===== src/sff_pkg.sv =====
package sff_pkg;
    localparam logic [7:0] CMD_WREN = 8'h06;
    localparam logic [7:0] CMD_WRDI = 8'h04;
    localparam logic [7:0] CMD_RDSR1 = 8'h05;
    localparam logic [7:0] CMD_RDSR2 = 8'h35;
    localparam logic [7:0] CMD_WRSR = 8'h01;
    localparam logic [7:0] CMD_READ = 8'h03;
    localparam logic [7:0] CMD_FREAD = 8'h0B;
    localparam logic [7:0] CMD_DOUT2 = 8'h3B;
    localparam logic [7:0] CMD_DIO2 = 8'hBB;
    localparam logic [7:0] CMD_QOUT = 8'h6B;
    localparam logic [7:0] CMD_QIO = 8'hEB;
    localparam logic [7:0] CMD_QWORD = 8'hE7;
    localparam logic [7:0] CMD_QOCT = 8'hE3;
    localparam logic [7:0] CMD_PROG = 8'h02;
    localparam logic [7:0] CMD_SE = 8'h20;
    localparam logic [7:0] CMD_BE32 = 8'h52;
    localparam logic [7:0] CMD_BE64 = 8'hD8;
    localparam logic [7:0] CMD_CE1 = 8'hC7;
    localparam logic [7:0] CMD_CE2 = 8'h60;
    localparam logic [7:0] CMD_PDOWN = 8'hB9;
    localparam logic [7:0] CMD_PDREL = 8'hAB;
    localparam logic [7:0] CMD_SUSP = 8'h75;
    localparam int SB_BUSY = 0;
    localparam int SB_WPL = 1;
    localparam int SB_RG_LO = 2;
    localparam int SB_LOWEND = 5;
    localparam int SB_SMALL = 6;
    localparam int SB_LOCK0 = 7;
    localparam int SB_LOCK1 = 8;
    localparam int SB_QUAD = 9;
    localparam int SB_INV = 14;
    localparam logic [15:0] STATUS_RESET = 16'h0000;
    localparam logic [15:0] WR_MASK = 16'h7FFC;
    localparam logic [15:0] LOW_MASK = 16'h00FF;
    localparam logic [15:0] OTP_MASK = 16'h3C00;
    localparam logic [4:0] ADDR_BITS = 5'h18;
    localparam logic [20:0] ARRAY_SIZE = 21'h100000;
    localparam logic [20:0] BLOCK_SIZE = 21'h010000;
    localparam logic [20:0] SECTOR_SIZE = 21'h001000;
    localparam logic [20:0] SMALL_MAX = 21'h008000;
    localparam int MCLK_HZ = 10_000_000;
    localparam int PUW_TIME_US = 10_000;
    localparam int PUW_CYCLES_DEF = PUW_TIME_US * (MCLK_HZ / 1_000_000);
    localparam int PUW_W = 17;

    typedef enum logic [6:0] {
        ST_IDLE = 7'h01, ST_CMD = 7'h02, ST_ADDR = 7'h04, ST_DUMMY = 7'h08,
        ST_DIN = 7'h10, ST_DOUT = 7'h20, ST_SKIP = 7'h40
    } sff_state_type;

    function automatic logic sff_is_quad(input logic [7:0] c);
        return c == CMD_QOUT || c == CMD_QIO || c == CMD_QWORD || c == CMD_QOCT;
    endfunction

    function automatic logic sff_is_alter(input logic [7:0] c);
        return c == CMD_PROG || c == CMD_SE || c == CMD_BE32 || c == CMD_BE64 || c == CMD_CE1
            || c == CMD_CE2 || c == CMD_WRSR;
    endfunction

    function automatic logic [2:0] sff_addr_lanes(input logic [7:0] c);
        if (c == CMD_DIO2)
            return 3'h2;
        return (c == CMD_QIO || c == CMD_QWORD || c == CMD_QOCT) ? 3'h4 : 3'h1;
    endfunction

    function automatic logic [2:0] sff_data_lanes(input logic [7:0] c);
        if (c == CMD_DOUT2 || c == CMD_DIO2)
            return 3'h2;
        return sff_is_quad(c) ? 3'h4 : 3'h1;
    endfunction

    // Dummy clocks include the mode bits of the wide address forms.
    function automatic logic [4:0] sff_dummy(input logic [7:0] c);
        case (c)
            CMD_FREAD, CMD_DOUT2, CMD_QOUT: return 5'h08;
            CMD_DIO2, CMD_QWORD: return 5'h04;
            CMD_QIO: return 5'h06;
            CMD_QOCT: return 5'h02;
            default: return 5'h00;
        endcase
    endfunction

    function automatic sff_state_type sff_after_cmd(input logic [7:0] c);
        case (c)
            CMD_RDSR1, CMD_RDSR2: return ST_DOUT;
            CMD_READ, CMD_FREAD, CMD_DOUT2, CMD_DIO2, CMD_QOUT, CMD_QIO, CMD_QWORD, CMD_QOCT,
            CMD_PROG, CMD_SE, CMD_BE32, CMD_BE64: return ST_ADDR;
            CMD_WREN, CMD_WRDI, CMD_WRSR, CMD_CE1, CMD_CE2, CMD_PDOWN, CMD_PDREL,
            CMD_SUSP: return ST_DIN;
            default: return ST_SKIP;
        endcase
    endfunction

    function automatic logic sff_guarded(input logic [19:0] a, input logic [15:0] s);
        logic [2:0] bp;
        logic [20:0] size;
        logic hit;
        bp = s[SB_RG_LO +: 3];
        if (bp == 3'h0)
            size = 21'h0;
        else if (!s[SB_SMALL])
            size = (bp > 3'h4) ? ARRAY_SIZE : (BLOCK_SIZE << (bp - 3'h1));
        else
            size = (bp[2:1] == 2'h3) ? ARRAY_SIZE : (bp[2] ? SMALL_MAX : (SECTOR_SIZE << (bp - 3'h1)));
        hit = s[SB_LOWEND] ? ({1'b0, a} < size) : ({1'b0, a} >= (ARRAY_SIZE - size));
        return hit ^ s[SB_INV];
    endfunction
endpackage


===== src/sff_front_end.sv =====
`timescale 1ns/1ps
module sff_front_end
    import sff_pkg::*;
#(
    parameter int unsigned PUW_CYCLES = PUW_CYCLES_DEF
)
(
    // Clock and reset
    input wire logic mclk,
    input wire logic sys_rst,
    // Serial link pins
    input wire logic serial_clk,
    input wire logic select_n,
    input wire logic [3:0] lane_in,
    output logic [3:0] lane_out,
    output logic [3:0] lane_oe,
    // Array engine side
    output logic op_start,
    output logic [7:0] op_code,
    output logic [23:0] op_addr,
    output logic data_strobe,
    output logic [7:0] data_byte,
    input wire logic op_done,
    input wire logic [7:0] array_rdata,
    // Status view
    output logic [15:0] status_word,
    output logic paused,
    output logic power_down
);
    // ***********************************************
    // Pin sampling
    // ***********************************************
    logic [5:0] pins_s;
    logic sel_s, sclk_s, sel_on, rise_ok, fall_ok, cs_fall, cs_rise;
    logic [3:0] lanes_s;
    logic sclk_prev_reg, sel_prev_reg;

    sff_sync #(.W(6)) u_sync (
        .mclk(mclk),
        .sys_rst(sys_rst),
        .d({select_n, serial_clk, lane_in}),
        .q(pins_s)
    );

    assign sel_s = pins_s[5];
    assign sclk_s = pins_s[4];
    assign lanes_s = pins_s[3:0];
    assign sel_on = !sel_s;
    assign cs_fall = sel_prev_reg && !sel_s;
    assign cs_rise = !sel_prev_reg && sel_s;

    // ***********************************************
    // State
    // ***********************************************
    sff_state_type state_reg, state_next;
    logic [4:0] cnt_reg, cnt_next;
    logic [7:0] cmd_reg, cmd_next, sin_reg, sin_next, sout_reg, sout_next, cur;
    logic [3:0] rem_reg, rem_next;
    logic [15:0] status_reg, status_next, wrsr_reg, wrsr_next, wr_mask;
    logic [1:0] nbytes_reg, nbytes_next;
    logic [PUW_W-1:0] puw_reg, puw_next;
    logic armed_reg, armed_next, pd_reg, pd_next, paused_reg, paused_next;
    logic [3:0] lane_out_reg, lane_out_next, lane_oe_reg, lane_oe_next, oe_mask;
    logic op_start_reg, op_start_next, strobe_reg, strobe_next;
    logic [7:0] op_code_reg, op_code_next, dbyte_reg, dbyte_next, cmd_full, src_byte;
    logic [23:0] op_addr_reg, op_addr_next;

    // ***********************************************
    // Decoding
    // ***********************************************
    logic quad_en, busy, wpl, pause_req, puw_active, reject, rd_status, lock_ok, chip_free, arr_ok;
    logic [2:0] aw, dw;

    assign quad_en = status_reg[SB_QUAD];
    assign busy = status_reg[SB_BUSY];
    assign wpl = status_reg[SB_WPL];
    assign puw_active = puw_reg != '0;
    assign puw_next = puw_active ? puw_reg - 1'b1 : puw_reg;
    assign armed_next = armed_reg || sel_s;
    // Lane 3 is data with four lanes; the pins clear low at reset, so no pause until select was seen high.
    assign pause_req = sel_on && armed_reg && !quad_en && !lanes_s[3] && !sff_is_quad(cmd_reg);
    // Entering and leaving wait for a low clock, at once if it is already low; a deselect ends a pause without waiting.
    assign paused_next = !sel_on ? 1'b0 : ((pause_req != paused_reg && !sclk_s) ? pause_req : paused_reg);
    assign rise_ok = sclk_s && !sclk_prev_reg && !paused_reg && sel_on;
    assign fall_ok = !sclk_s && sclk_prev_reg && !paused_reg && sel_on;
    assign cmd_full = {sin_reg[6:0], lanes_s[0]};
    assign aw = sff_addr_lanes(cmd_reg);
    assign dw = sff_data_lanes(cmd_reg);
    assign rd_status = cmd_reg == CMD_RDSR1 || cmd_reg == CMD_RDSR2;
    assign src_byte = rd_status ? ((cmd_reg == CMD_RDSR2) ? status_reg[15:8] : status_reg[7:0]) : array_rdata;
    assign cur = (rem_reg == 4'h0) ? src_byte : sout_reg;
    assign oe_mask = (dw == 3'h4) ? 4'hF : ((dw == 3'h2) ? 4'h3 : 4'h2);
    assign reject = (pd_reg && cmd_full != CMD_PDREL)
        || (busy && cmd_full != CMD_RDSR1 && cmd_full != CMD_RDSR2 && cmd_full != CMD_SUSP)
        || (puw_active && (sff_is_alter(cmd_full) || cmd_full == CMD_WREN))
        || (sff_is_alter(cmd_full) && !wpl)
        || (sff_is_quad(cmd_full) && !quad_en);
    // A low guard pin only counts while lane 2 is not a data lane.
    assign lock_ok = wpl && !status_reg[SB_LOCK1] && !(status_reg[SB_LOCK0] && !lanes_s[2] && !quad_en);
    assign chip_free = !sff_guarded(20'h00000, status_reg) && !sff_guarded(20'hFFFFF, status_reg);
    assign arr_ok = (cmd_reg == CMD_CE1 || cmd_reg == CMD_CE2) ? chip_free
        : !sff_guarded(op_addr_reg[19:0], status_reg);
    assign wr_mask = (nbytes_reg > 2'h1) ? WR_MASK : (WR_MASK & LOW_MASK);

    // ***********************************************
    // Next state
    // ***********************************************
    always_comb
    begin
        state_next = state_reg;
        cnt_next = cnt_reg;
        cmd_next = cmd_reg;
        sin_next = sin_reg;
        sout_next = sout_reg;
        rem_next = rem_reg;
        status_next = status_reg;
        wrsr_next = wrsr_reg;
        nbytes_next = nbytes_reg;
        pd_next = pd_reg;
        lane_out_next = lane_out_reg;
        op_start_next = 1'b0;
        op_code_next = op_code_reg;
        op_addr_next = op_addr_reg;
        strobe_next = 1'b0;
        dbyte_next = dbyte_reg;
        if (op_done && busy)
        begin
            status_next[SB_BUSY] = 1'b0;
            status_next[SB_WPL] = 1'b0;
        end
        if (!sel_on)
        begin
            // A select rise before a whole byte drops the instruction; a pause alone does not.
            state_next = ST_IDLE;
            cnt_next = 5'h00;
            if (cs_rise && state_reg == ST_DIN && cnt_reg == 5'h00)
            begin
                if (cmd_reg == CMD_WREN)
                    status_next[SB_WPL] = 1'b1;
                else if (cmd_reg == CMD_WRDI)
                    status_next[SB_WPL] = 1'b0;
                else if (cmd_reg == CMD_PDOWN)
                    pd_next = 1'b1;
                else if (cmd_reg == CMD_PDREL)
                    pd_next = 1'b0;
                else if (cmd_reg == CMD_WRSR && nbytes_reg != 2'h0 && lock_ok)
                begin
                    // Bits 13:10 are one-time: a write can set them but never clear them.
                    status_next = (status_reg & ~wr_mask) | (wrsr_reg & wr_mask) | (status_reg & OTP_MASK);
                    status_next[SB_BUSY] = 1'b1;
                    op_start_next = 1'b1;
                    op_code_next = cmd_reg;
                end
                else if (sff_is_alter(cmd_reg) && cmd_reg != CMD_WRSR && wpl && arr_ok
                    && ((cmd_reg == CMD_PROG) == (nbytes_reg != 2'h0)))
                begin
                    status_next[SB_BUSY] = 1'b1;
                    op_start_next = 1'b1;
                    op_code_next = cmd_reg;
                end
            end
        end
        else
        begin
            unique case (state_reg)
                ST_IDLE:
                    // Only a select fall starts an instruction, so the idle clock level is free.
                    if (cs_fall && armed_reg)
                    begin
                        state_next = ST_CMD;
                        cnt_next = 5'h00;
                        nbytes_next = 2'h0;
                    end
                ST_CMD:
                    if (rise_ok)
                    begin
                        sin_next = cmd_full;
                        cnt_next = cnt_reg + 5'h01;
                        if (cnt_reg == 5'h07)
                        begin
                            cmd_next = cmd_full;
                            state_next = reject ? ST_SKIP : sff_after_cmd(cmd_full);
                            cnt_next = 5'h00;
                            rem_next = 4'h0;
                        end
                    end
                ST_ADDR:
                    if (rise_ok)
                    begin
                        op_addr_next = (aw == 3'h4) ? {op_addr_reg[19:0], lanes_s}
                            : ((aw == 3'h2) ? {op_addr_reg[21:0], lanes_s[1:0]}
                            : {op_addr_reg[22:0], lanes_s[0]});
                        cnt_next = cnt_reg + {2'h0, aw};
                        if (cnt_reg + {2'h0, aw} == ADDR_BITS)
                        begin
                            cnt_next = 5'h00;
                            state_next = sff_is_alter(cmd_reg) ? ST_DIN
                                : ((sff_dummy(cmd_reg) != 5'h00) ? ST_DUMMY : ST_DOUT);
                        end
                    end
                ST_DUMMY:
                    if (rise_ok)
                    begin
                        cnt_next = cnt_reg + 5'h01;
                        if (cnt_reg + 5'h01 == sff_dummy(cmd_reg))
                        begin
                            cnt_next = 5'h00;
                            state_next = ST_DOUT;
                        end
                    end
                ST_DIN:
                    if (rise_ok)
                    begin
                        sin_next = cmd_full;
                        cnt_next = (cnt_reg == 5'h07) ? 5'h00 : cnt_reg + 5'h01;
                        if (cnt_reg == 5'h07)
                        begin
                            nbytes_next = (nbytes_reg == 2'h3) ? nbytes_reg : nbytes_reg + 2'h1;
                            if (cmd_reg == CMD_PROG)
                            begin
                                strobe_next = 1'b1;
                                dbyte_next = cmd_full;
                            end
                            if (nbytes_reg == 2'h0)
                                wrsr_next[7:0] = cmd_full;
                            else if (nbytes_reg == 2'h1)
                                wrsr_next[15:8] = cmd_full;
                        end
                    end
                ST_DOUT:
                    if (fall_ok)
                    begin
                        // Status repeats for as long as the host clocks.
                        lane_out_next = (dw == 3'h4) ? cur[7:4]
                            : ((dw == 3'h2) ? {2'h0, cur[7:6]} : {2'h0, cur[7], 1'b0});
                        sout_next = cur << dw;
                        rem_next = ((rem_reg == 4'h0) ? 4'h8 : rem_reg) - {1'b0, dw};
                        cnt_next = 5'h01;
                        if (rem_reg == 4'h0 && !rd_status)
                        begin
                            strobe_next = 1'b1;
                            dbyte_next = array_rdata;
                            op_addr_next = op_addr_reg + 24'h000001;
                        end
                    end
                ST_SKIP:
                    state_next = ST_SKIP;
                default:
                    state_next = ST_IDLE;
            endcase
        end
        // Pins float while paused, deselected or receiving.
        lane_oe_next = (state_next == ST_DOUT && cnt_next != 5'h00 && !paused_next) ? oe_mask : 4'h0;
    end

    // ***********************************************
    // Registers
    // ***********************************************
    always_ff @(posedge mclk)
    begin
        if (sys_rst)
        begin
            state_reg <= ST_IDLE;
            cnt_reg <= '0;
            cmd_reg <= '0;
            sin_reg <= '0;
            sout_reg <= '0;
            rem_reg <= '0;
            status_reg <= STATUS_RESET;
            wrsr_reg <= '0;
            nbytes_reg <= '0;
            puw_reg <= PUW_W'(PUW_CYCLES);
            armed_reg <= 1'b0;
            pd_reg <= 1'b0;
            paused_reg <= 1'b0;
            lane_out_reg <= '0;
            lane_oe_reg <= '0;
            op_start_reg <= 1'b0;
            op_code_reg <= '0;
            op_addr_reg <= '0;
            strobe_reg <= 1'b0;
            dbyte_reg <= '0;
            sclk_prev_reg <= 1'b0;
            sel_prev_reg <= 1'b0;
        end
        else
        begin
            state_reg <= state_next;
            cnt_reg <= cnt_next;
            cmd_reg <= cmd_next;
            sin_reg <= sin_next;
            sout_reg <= sout_next;
            rem_reg <= rem_next;
            status_reg <= status_next;
            wrsr_reg <= wrsr_next;
            nbytes_reg <= nbytes_next;
            puw_reg <= puw_next;
            armed_reg <= armed_next;
            pd_reg <= pd_next;
            paused_reg <= paused_next;
            lane_out_reg <= lane_out_next;
            lane_oe_reg <= lane_oe_next;
            op_start_reg <= op_start_next;
            op_code_reg <= op_code_next;
            op_addr_reg <= op_addr_next;
            strobe_reg <= strobe_next;
            dbyte_reg <= dbyte_next;
            sclk_prev_reg <= sclk_s;
            sel_prev_reg <= sel_s;
        end
    end

    assign lane_out = lane_out_reg;
    assign lane_oe = lane_oe_reg;
    assign op_start = op_start_reg;
    assign op_code = op_code_reg;
    assign op_addr = op_addr_reg;
    assign data_strobe = strobe_reg;
    assign data_byte = dbyte_reg;
    assign status_word = status_reg;
    assign paused = paused_reg;
    assign power_down = pd_reg;
endmodule // sff_front_end


===== src/sff_sync.sv =====
`timescale 1ns/1ps
module sff_sync
    import sff_pkg::*;
#(
    parameter int W = 6
)
(
    // Clock and reset
    input wire logic mclk,
    input wire logic sys_rst,
    // Pins in, clean levels out
    input wire logic [W-1:0] d,
    output logic [W-1:0] q
);
    logic [W-1:0] meta_reg;
    logic [W-1:0] sync_reg;

    always_ff @(posedge mclk)
    begin
        if (sys_rst)
        begin
            meta_reg <= '0;
            sync_reg <= '0;
        end
        else
        begin
            meta_reg <= d;
            sync_reg <= meta_reg;
        end
    end

    assign q = sync_reg;
endmodule // sff_sync

===== config.mk =====
export PLATFORM = sky130hd
export DESIGN_NAME = sff_front_end
export DESIGN_NICKNAME = d
export VERILOG_FILES = /design/src/sff_pkg.sv /design/src/sff_front_end.sv /design/src/sff_sync.sv
export SDC_FILE = /design/constraint.sdc
export NUM_CORES = 1
export LEC_CHECK = 0
export BUFFER_PORTS_ARGS = -buffer_cell sky130_fd_sc_hd__buf_2
export CAP_MARGIN = 15
export CORE_MARGIN = 2
export CORE_UTILIZATION = 45
export DETAILED_ROUTE_END_ITERATION = 12
export HOLD_SLACK_MARGIN = 0.05
export SETUP_SLACK_MARGIN = 0.05
export SYNTH_ARGS = -nofsm -noshare
export SYNTH_HDL_FRONTEND = slang
export SYNTH_SLANG_ARGS = --single-unit
export TNS_END_PERCENT = 100

===== constraint.sdc =====
create_clock -name mclk -period 4.85 [get_ports mclk]
set_input_delay 0.485 -clock mclk [delete_from_list [all_inputs] [get_ports mclk]]
set_output_delay 0.485 -clock mclk [all_outputs]
set_load 0.005 [all_outputs]

* Word-level counts from Yosys, hierarchy flattened *
Index checks and enable logic that the tools add are counted.
W data, S select, Z words.

operators by class
  mux-type cells = 104
  add/subtract/negate cells = 8
  bitwise gates (word level) = 16
  magnitude comparators = 8
  shift-type cells = 3
  eq/ne operators = 77
  reductions and logical operators = 120

operator list
  cell                     number
  $eq A8 B8 Y1 const B     16
  $mux W24                 5
  $mux W21                 5
  $mux W5                  16
  $mux W8                  10
  $mux W7                  9
  $eq A8 B7 Y1 const B     7
  $eq A8 B3 Y1 const B     6
  $eq A8 B6 Y1 const B     6
  $pmux W24 S2             1
  $pmux W7 S6              1
  $logic_and A1 B1 Y1      38
  $mux W16                 2
  $mux W15                 2
  $logic_or A1 B1 Y1       29
  $mux W1                  25
  $pmux W5 S5              1
  $add A24 B1 Y24 const B  1
  $eq A8 B2 Y1 const B     3
  $mux W4                  6
  $ge A1 B21 Y1 const A    1
  $ge A20 B21 Y1           1
  $ge A20 B21 Y1 const A   1
  $lt A1 B21 Y1 const A    1
  other kinds (73)         143

storage, ports and cells
  flip-flop bits (word level) = 157
  output and inout port bits = 68

* Logic depth before layout (Yosys ltp) *
  depth after elaboration = 23
  depth in mapped cells = 19
  depth with buffers taken out = 17

* Cells and area by module *
A second synthesis with hierarchy kept.

unflattened totals
  cell total of the unflattened synthesis = 1218
  area, all modules = 9415.3 um2

by module, submodules not included
  module         cells each  instances  sequential area each (um2)  area an instance (um2)
  sff_front_end  1193        1          2802.7                      9048.7
  sff_sync       25          1          240.2                       366.6

* Worst setup path after synthesis *
Ideal clock, no wire load.

  path type = register to register
  start point = register cmd_reg[0]
  end point = register lane_oe_reg[0], in the netlist lane_oe[0]
  cell stages (with the launch flop) = 17
  buffers on the path = 2
  period minus slack after synthesis = 4.058 ns
  path slack = 0.792 ns
  arrival time = 3.942 ns
  cells stage by stage = dfxtp_1 clkbuf_1 nand3_1 a211oi_1 nor2_1 clkbuf_1 ha_1 inv_1 fa_1 nor2b_1 o211a_1 or2_2 and3_1 o311a_1 and4bb_2 a41oi_2 and3_1

on the way
  cells in the longest elaborated chain, start to end = 19

ends and longest elaborated chain
  what                                                         line                          RTL
  start, declared                                              sff_front_end.sv:57           logic [7:0] cmd_reg, cmd_next, sin_reg, sin_next, sout_reg, sout_next, cur;
  start signal, assigned                                       sff_front_end.sv:290          cmd_reg <= cmd_next;
  $eq A8 B7 Y1, or another cell as far along                   sff_pkg.sv:53, sff_pkg.sv:75
  $reduce_or A3 Y1 / $reduce_or A2 Y1 (equally long branches)  sff_pkg.sv:75                 case (c)
  $pmux W4 S4                                                  sff_pkg.sv:75
  $mux W5                                                      sff_front_end.sv:194          if (cnt_reg + {2'h0, aw} == ADDR_BITS)
  $mux W5                                                      sff_front_end.sv:188          if (rise_ok)
  $mux W5                                                      sff_front_end.sv:165          unique case (state_reg)
  $mux W5                                                      sff_front_end.sv:131          if (!sel_on)
  $reduce_bool A5 Y1                                           sff_front_end.sv:198          : ((sff_dummy(cmd_reg) != 5'h00) ? ST_DUMMY : ST_DOUT);
  (+2 left out)                                                n/a
  $mux W7                                                      sff_front_end.sv:194
  $mux W7                                                      sff_front_end.sv:188
  $pmux W7 S6                                                  sff_front_end.sv:165
  $mux W7                                                      sff_front_end.sv:131
  $eq A7 B6 Y1                                                 sff_front_end.sv:253          lane_oe_next = (state_next == ST_DOUT && cnt_next != 5'h00 && !paused_next) ? oe_mask : 4'h0;
  $logic_and A1 B1 Y1 (2 in series)                            sff_front_end.sv:253
  $not A1 Y1 (no line)                                         n/a
  $reduce_or A2 Y1 (no line)                                   n/a
  end signal, assigned                                         sff_front_end.sv:302          lane_oe_reg <= lane_oe_next;
  end, declared                                                sff_front_end.sv:63           logic [3:0] lane_out_reg, lane_out_next, lane_oe_reg, lane_oe_next, oe_mask;

Several ways; a longest one is shown, not always the timed one. The select of a mux whose other input is x is not followed.
A chain may end at the register's enable or synchronous reset.

* Final worst setup path *
  start point = register status_reg[4], in the netlist status_word[4]
  end point = register op_code_reg[4], in the netlist op_code[4]

on the way
  cells in the longest elaborated chain, start to end = 17

ends and longest elaborated chain
  what                                                    line                            RTL
  start, declared                                         sff_front_end.sv:59             logic [15:0] status_reg, status_next, wrsr_reg, wrsr_next, wr_mask;
  start signal, assigned                                  sff_front_end.sv:294            status_reg <= status_next;
  $sub A3 B1 Y3                                           sff_pkg.sv:103, sff_pkg.sv:105
  $shl A13 B3 Y21                                         sff_pkg.sv:105                  size = (bp[2:1] == 2'h3) ? ARRAY_SIZE : (bp[2] ? SMALL_MAX : (SECTOR_SIZE << (bp - 3'h1)));
  $mux W21 (2 in series)                                  sff_pkg.sv:105
  $mux W21                                                sff_pkg.sv:102                  else if (!s[SB_SMALL])
  $mux W21 *                                              sff_pkg.sv:100                  if (bp == 3'h0)
  $sub A21 B21 Y21                                        sff_pkg.sv:106                  hit = s[SB_LOWEND] ? ({1'b0, a} < size) : ({1'b0, a} >= (ARRAY_SIZE - size));
  $ge A1 B21 Y1 / $ge A20 B21 Y1 (equally long branches)  sff_pkg.sv:106
  $mux W1                                                 sff_pkg.sv:106
  $xor A1 B1 Y1                                           sff_pkg.sv:107                  return hit ^ s[SB_INV];
  $logic_not A1 Y1                                        sff_front_end.sv:100            assign chip_free = !sff_guarded(20'h00000, status_reg) && !sff_guarded(20'hFFFFF, status_reg);
  $logic_and A1 B1 Y1                                     sff_front_end.sv:100
  $mux W1 *                                               sff_front_end.sv:101            assign arr_ok = (cmd_reg == CMD_CE1 || cmd_reg == CMD_CE2) ? chip_free
  $logic_and A1 B1 Y1 *                                   sff_front_end.sv:154            else if (sff_is_alter(cmd_reg) && cmd_reg != CMD_WRSR && wpl && arr_ok
  $logic_and A1 B1 Y1 *                                   sff_front_end.sv:155            && ((cmd_reg == CMD_PROG) == (nbytes_reg != 2'h0)))
  $reduce_bool A2 Y1 (no line) *                          n/a
  $reduce_and A7 Y1 (no line) *                           n/a
  end signal, assigned                                    sff_front_end.sv:304            op_code_reg <= op_code_next;
  end, declared                                           sff_front_end.sv:65             logic [7:0] op_code_reg, op_code_next, dbyte_reg, dbyte_next, cmd_full, src_byte;

Mark *: on every way between the ends. The rest lies on a longest branch, timed or not.

==> metrics.md <==
| Metric | Value |
|---|---|
| Register area | `3043 sq um` |
| Core Area | `20300 sq um` |
| Final Cell Area | `about 11000 sq um` |
| Worst-Margin Slew | `1.220 ns` |
| Drt pass-1 iters | `6` |
| Sequential area share after synthesis | `32.54%` |
| Clk slew on worst S/H paths | `approximately 0.07 ns` |
| Worst Hold Depth | `2` |
| Worst Setup End Kind | `flop` |
| Clock insertion delay at the later pin of the skew report | `roughly 0.43 ns` |
| Vias | `9053` |
| DR DRC count | `0` |
| Internal power | `2124 uW` |
| Routability Congestion | `0.8872` |
| 1st-iter DRT viols | `approximately 740` |
| Final Hold Vio Count | `0` |
| DP HPWL | `19110 um` |
| DIE AREA | `21950 sq um` |
| Most frequent cells in the layout | `dfxtp_1, nand2_1, a21oi_1, nor2_1, buf_2` |
| Global-route wire length before repair | `~45000 um` |
| Max_cap viols | `0` |
| Worst Reg2Reg Path Length in Cells | `17` |
| WP data required | `5.21 ns` |
| Switch share | `24.15%` |
| Pins Over Slew Limit | `0` |
| Critical path peak fanout | `11` |
| Sequential share of power | `45.7%` |
| CTS root buffer | `clkbuf_16` |
| CTS tree | `yes` |
| Area contributors post-synth | `dfxtp_1, a21oi_1, nand2_1, nor2_1, ha_1` |
| Vias per cell | `5.968` |
| Antenna Nets Post-Route | `0` |
| Fill cell count | `~2000` |
| Type of origin of the critical path | `flop` |
| DP Area | `9911 sq um` |
| Rows | `between 50 and 60` |
| CTS max path bufs | `2` |
| Max incr delay on CP | `between 0.5 and 0.6 ns` |
| Synth Cell Area | `around 9400 sq um` |
| Post-synth EDFFs | `0` |
| Setup_tns | `0 ns` |
| Leakage | `just under 0.004 uW` |
| Hold buffer count at cts | `0` |
| Crit path kind | `flop to flop` |
| Max reg flops | `24` |
| Clock power share | `50.8%` |
| CTS Sinks | `152` |
| Synth Warn # | `0` |
| Vias in the first global route | `roughly 8300` |
| Yosys top cell by area | `dfxtp_1` |
| Tightest Hold Check Type | `input pin to flop` |
| Max-Slew Margin vs Limit | `between 15 and 20%` |
| Final worst path period share | `90.00%` |
| Power per Cell Area | `about 270 nW/um^2` |
| Port-buffer cells | `83` |
| Multi-input logic area | `5859 sq um` |
| Fraction of registers with async set/reset | `0%` |
| Comb pwr share | `3.4%` |
| CP max-delay cell | `dfxtp_1` |
| Final-report setup violation count | `0` |
| Seq cells post-synth | `between 150 and 200` |
| Ports | `85` |
| VDD IR-drop max | `234.3 uV` |
| Total Power | `2800 uW` |
| Inserted Clock Buffers | `17` |
| Synth Instances | `1208` |
| Total GRT Usage | `25.15%` |
| RSZ-0062 raised after global routing | `no` |
| P_sw | `between 600 and 700 uW` |
| Max Clk Rate | `229.1 MHz` |
| DRT Wirelength | `about 28000 um` |
| Run status | `complete, no violations` |
| Sequence of cells on the critical path | `inv_1, ha_1, nor4b_2, nand2_1, ha_1, o211ai_2, nor3b_1, a21oi_1, ha_1, o211a_1, a2111oi_0, o21ai_0, o211ai_1, xnor2_1, a311oi_2, buf_4, mux2i_1` |
| Min cycle time layout | `4.365 ns` |
| Mapped Nets | `between 1000 and 1500` |
| Arrival time of the worst setup path | `4.72 ns` |
| Initial antenna violation count | `0` |
| H-tree depth | `4` |
| Die H | `148.2 um` |
| Final Skew | `approximately 0.01 ns` |
| Top cell by count, worst path | `ha_1` |
| Die Width | `between 100 and 150 um` |
| Layout cells sized above 1 | `13.87%` |
| Initial core utilization | `46.07%` |
| Grt ovf | `0` |
| Diode count | `0` |
| Largest net degree at the start of global routing | `between 70 and 80` |
| Commonest non-fill, non-tap cell in the layout | `dfxtp_1` |
| Area delta synth->final | `12.60%` |
| Final #Nets | `between 1000 and 1500` |
| WL/cell | `18.14 um` |
| Setup Fix Bufs, Post-CTS | `0` |
| Synth top area share | `32.54%` |
| Distinct cells, synth | `91` |
| Most used DFF post-synth | `dfxtp_1` |
| Synthesized area per cell | `slightly below 8 sq um` |
## power by group through the flow
stage	Clock, uW	Sequential [uW]	Combinational, uW
4_1_cts	1450	1280	95.9
5_1_grt	1490	1280	108
6_report	1420	1280	96.2
3_5_place_dp	0	1310	95.6
3_3_place_gp	0	1310	94.3
2_1_floorplan	0	1300	71.1
## routing by layer
layer	global-route usage (%)	vias to the layer above	wire length (um)
li1	-	4427	-
met1	36.86	4282	13370
met2	38.31	298	12130
met3	3.436	46	1477
met4	7.810	0	550
met5	0	-	0
## kinds of logic (layout without fill, tap and decap cells)
kind of cell	Yosys count	count (layout)	share of synthesized area, %
AOI/OAI and AO/OA	319	319	22.31
xor gates and xnor gates	26	26	2.435
adders and majority gates	35	35	4.843
buffers and inverters	124	163	5.284
DFF	152	152	32.54
muxes	33	33	3.532
other	1	1	0.04010
and+or+nand+nor	518	518	29.02
## metrics by stage
stage          worst slack, ns  instances  hold slack [ns]  utilization, %
6_report                0.4848       1517           0.2597           51.88
5_1_grt                 0.1028       1517           0.2667           51.88
4_1_cts                 0.4518       1517           0.2448           51.85
3_5_place_dp            0.5003       1486           0.4220           48.82
3_3_place_gp            0.6692       1486           0.4152           48.82
2_1_floorplan           0.7922       1208           0.4138               -
## synth_stat cells, types with 9 or more instances
cell / count
nor2b_1: 26
or3_1: 15
a211oi_1: 23
nor4_1: 13
a311oi_1: 10
o21ai_0: 46
ha_1: 33
nand3b_1: 9
o22ai_1: 14
nor2_1: 112
nor3_1: 29
xnor2_1: 12
a21oi_1: 112
mux2i_1: 33
and3_1: 13
o211ai_1: 12
nand2b_1: 35
inv_1: 29
clkbuf_1: 82
nand2_1: 137
xor2_1: 14
nand3_1: 53
dfxtp_1: 152
a22oi_1: 15
nand4_1: 10
## cell type report
cell class / count / share of cell area [%]
multi-input combinational: 932 / 55.64
timing repair buffer: 103 / 5.394
sequential: 152 / 28.89
clock buffer: 17 / 4.039
clock inverter: 14 / 1.794
tap: 270 / 3.208
inverter: 29 / 1.034
## final timing paths
kind | startpoint | slack, ns | endpoint
worst max register to register | status_word[4]$_SDFFE_PP0P_ | 0.48 | op_code[4]$_SDFFE_PP0P_
worst min register to register | u_sync.meta_reg[4]$_SDFF_PP0_ | 0.43 | u_sync.q[4]$_SDFF_PP0_
worst min-delay path | lane_in[1] | 0.26 | u_sync.meta_reg[1]$_SDFF_PP0_
worst max-delay path | status_word[4]$_SDFFE_PP0P_ | 0.48 | op_code[4]$_SDFFE_PP0P_
## timing repair
| action | in CTS | in global routing |
|---|---|---|
| gates resized for setup | 0 | 1 |
| endpoints found under the setup margin | 0 | 10 |
| hold endpoints to repair | 0 | 0 |
## critical path: cells and delay by family, from the launching register on
family                   cells  cell delay [ns]
AO/OA/AOI/OAI                7             1.42
XOR/XNOR                     1             0.12
adder cells (fa/ha/maj)      3             0.93
buffers and inverters        2             0.38
flip-flops                   1             0.57
multiplexers                 1             0.20
AND/OR/NAND/NOR              3             0.65
Power figures use the tool's default switching activity.
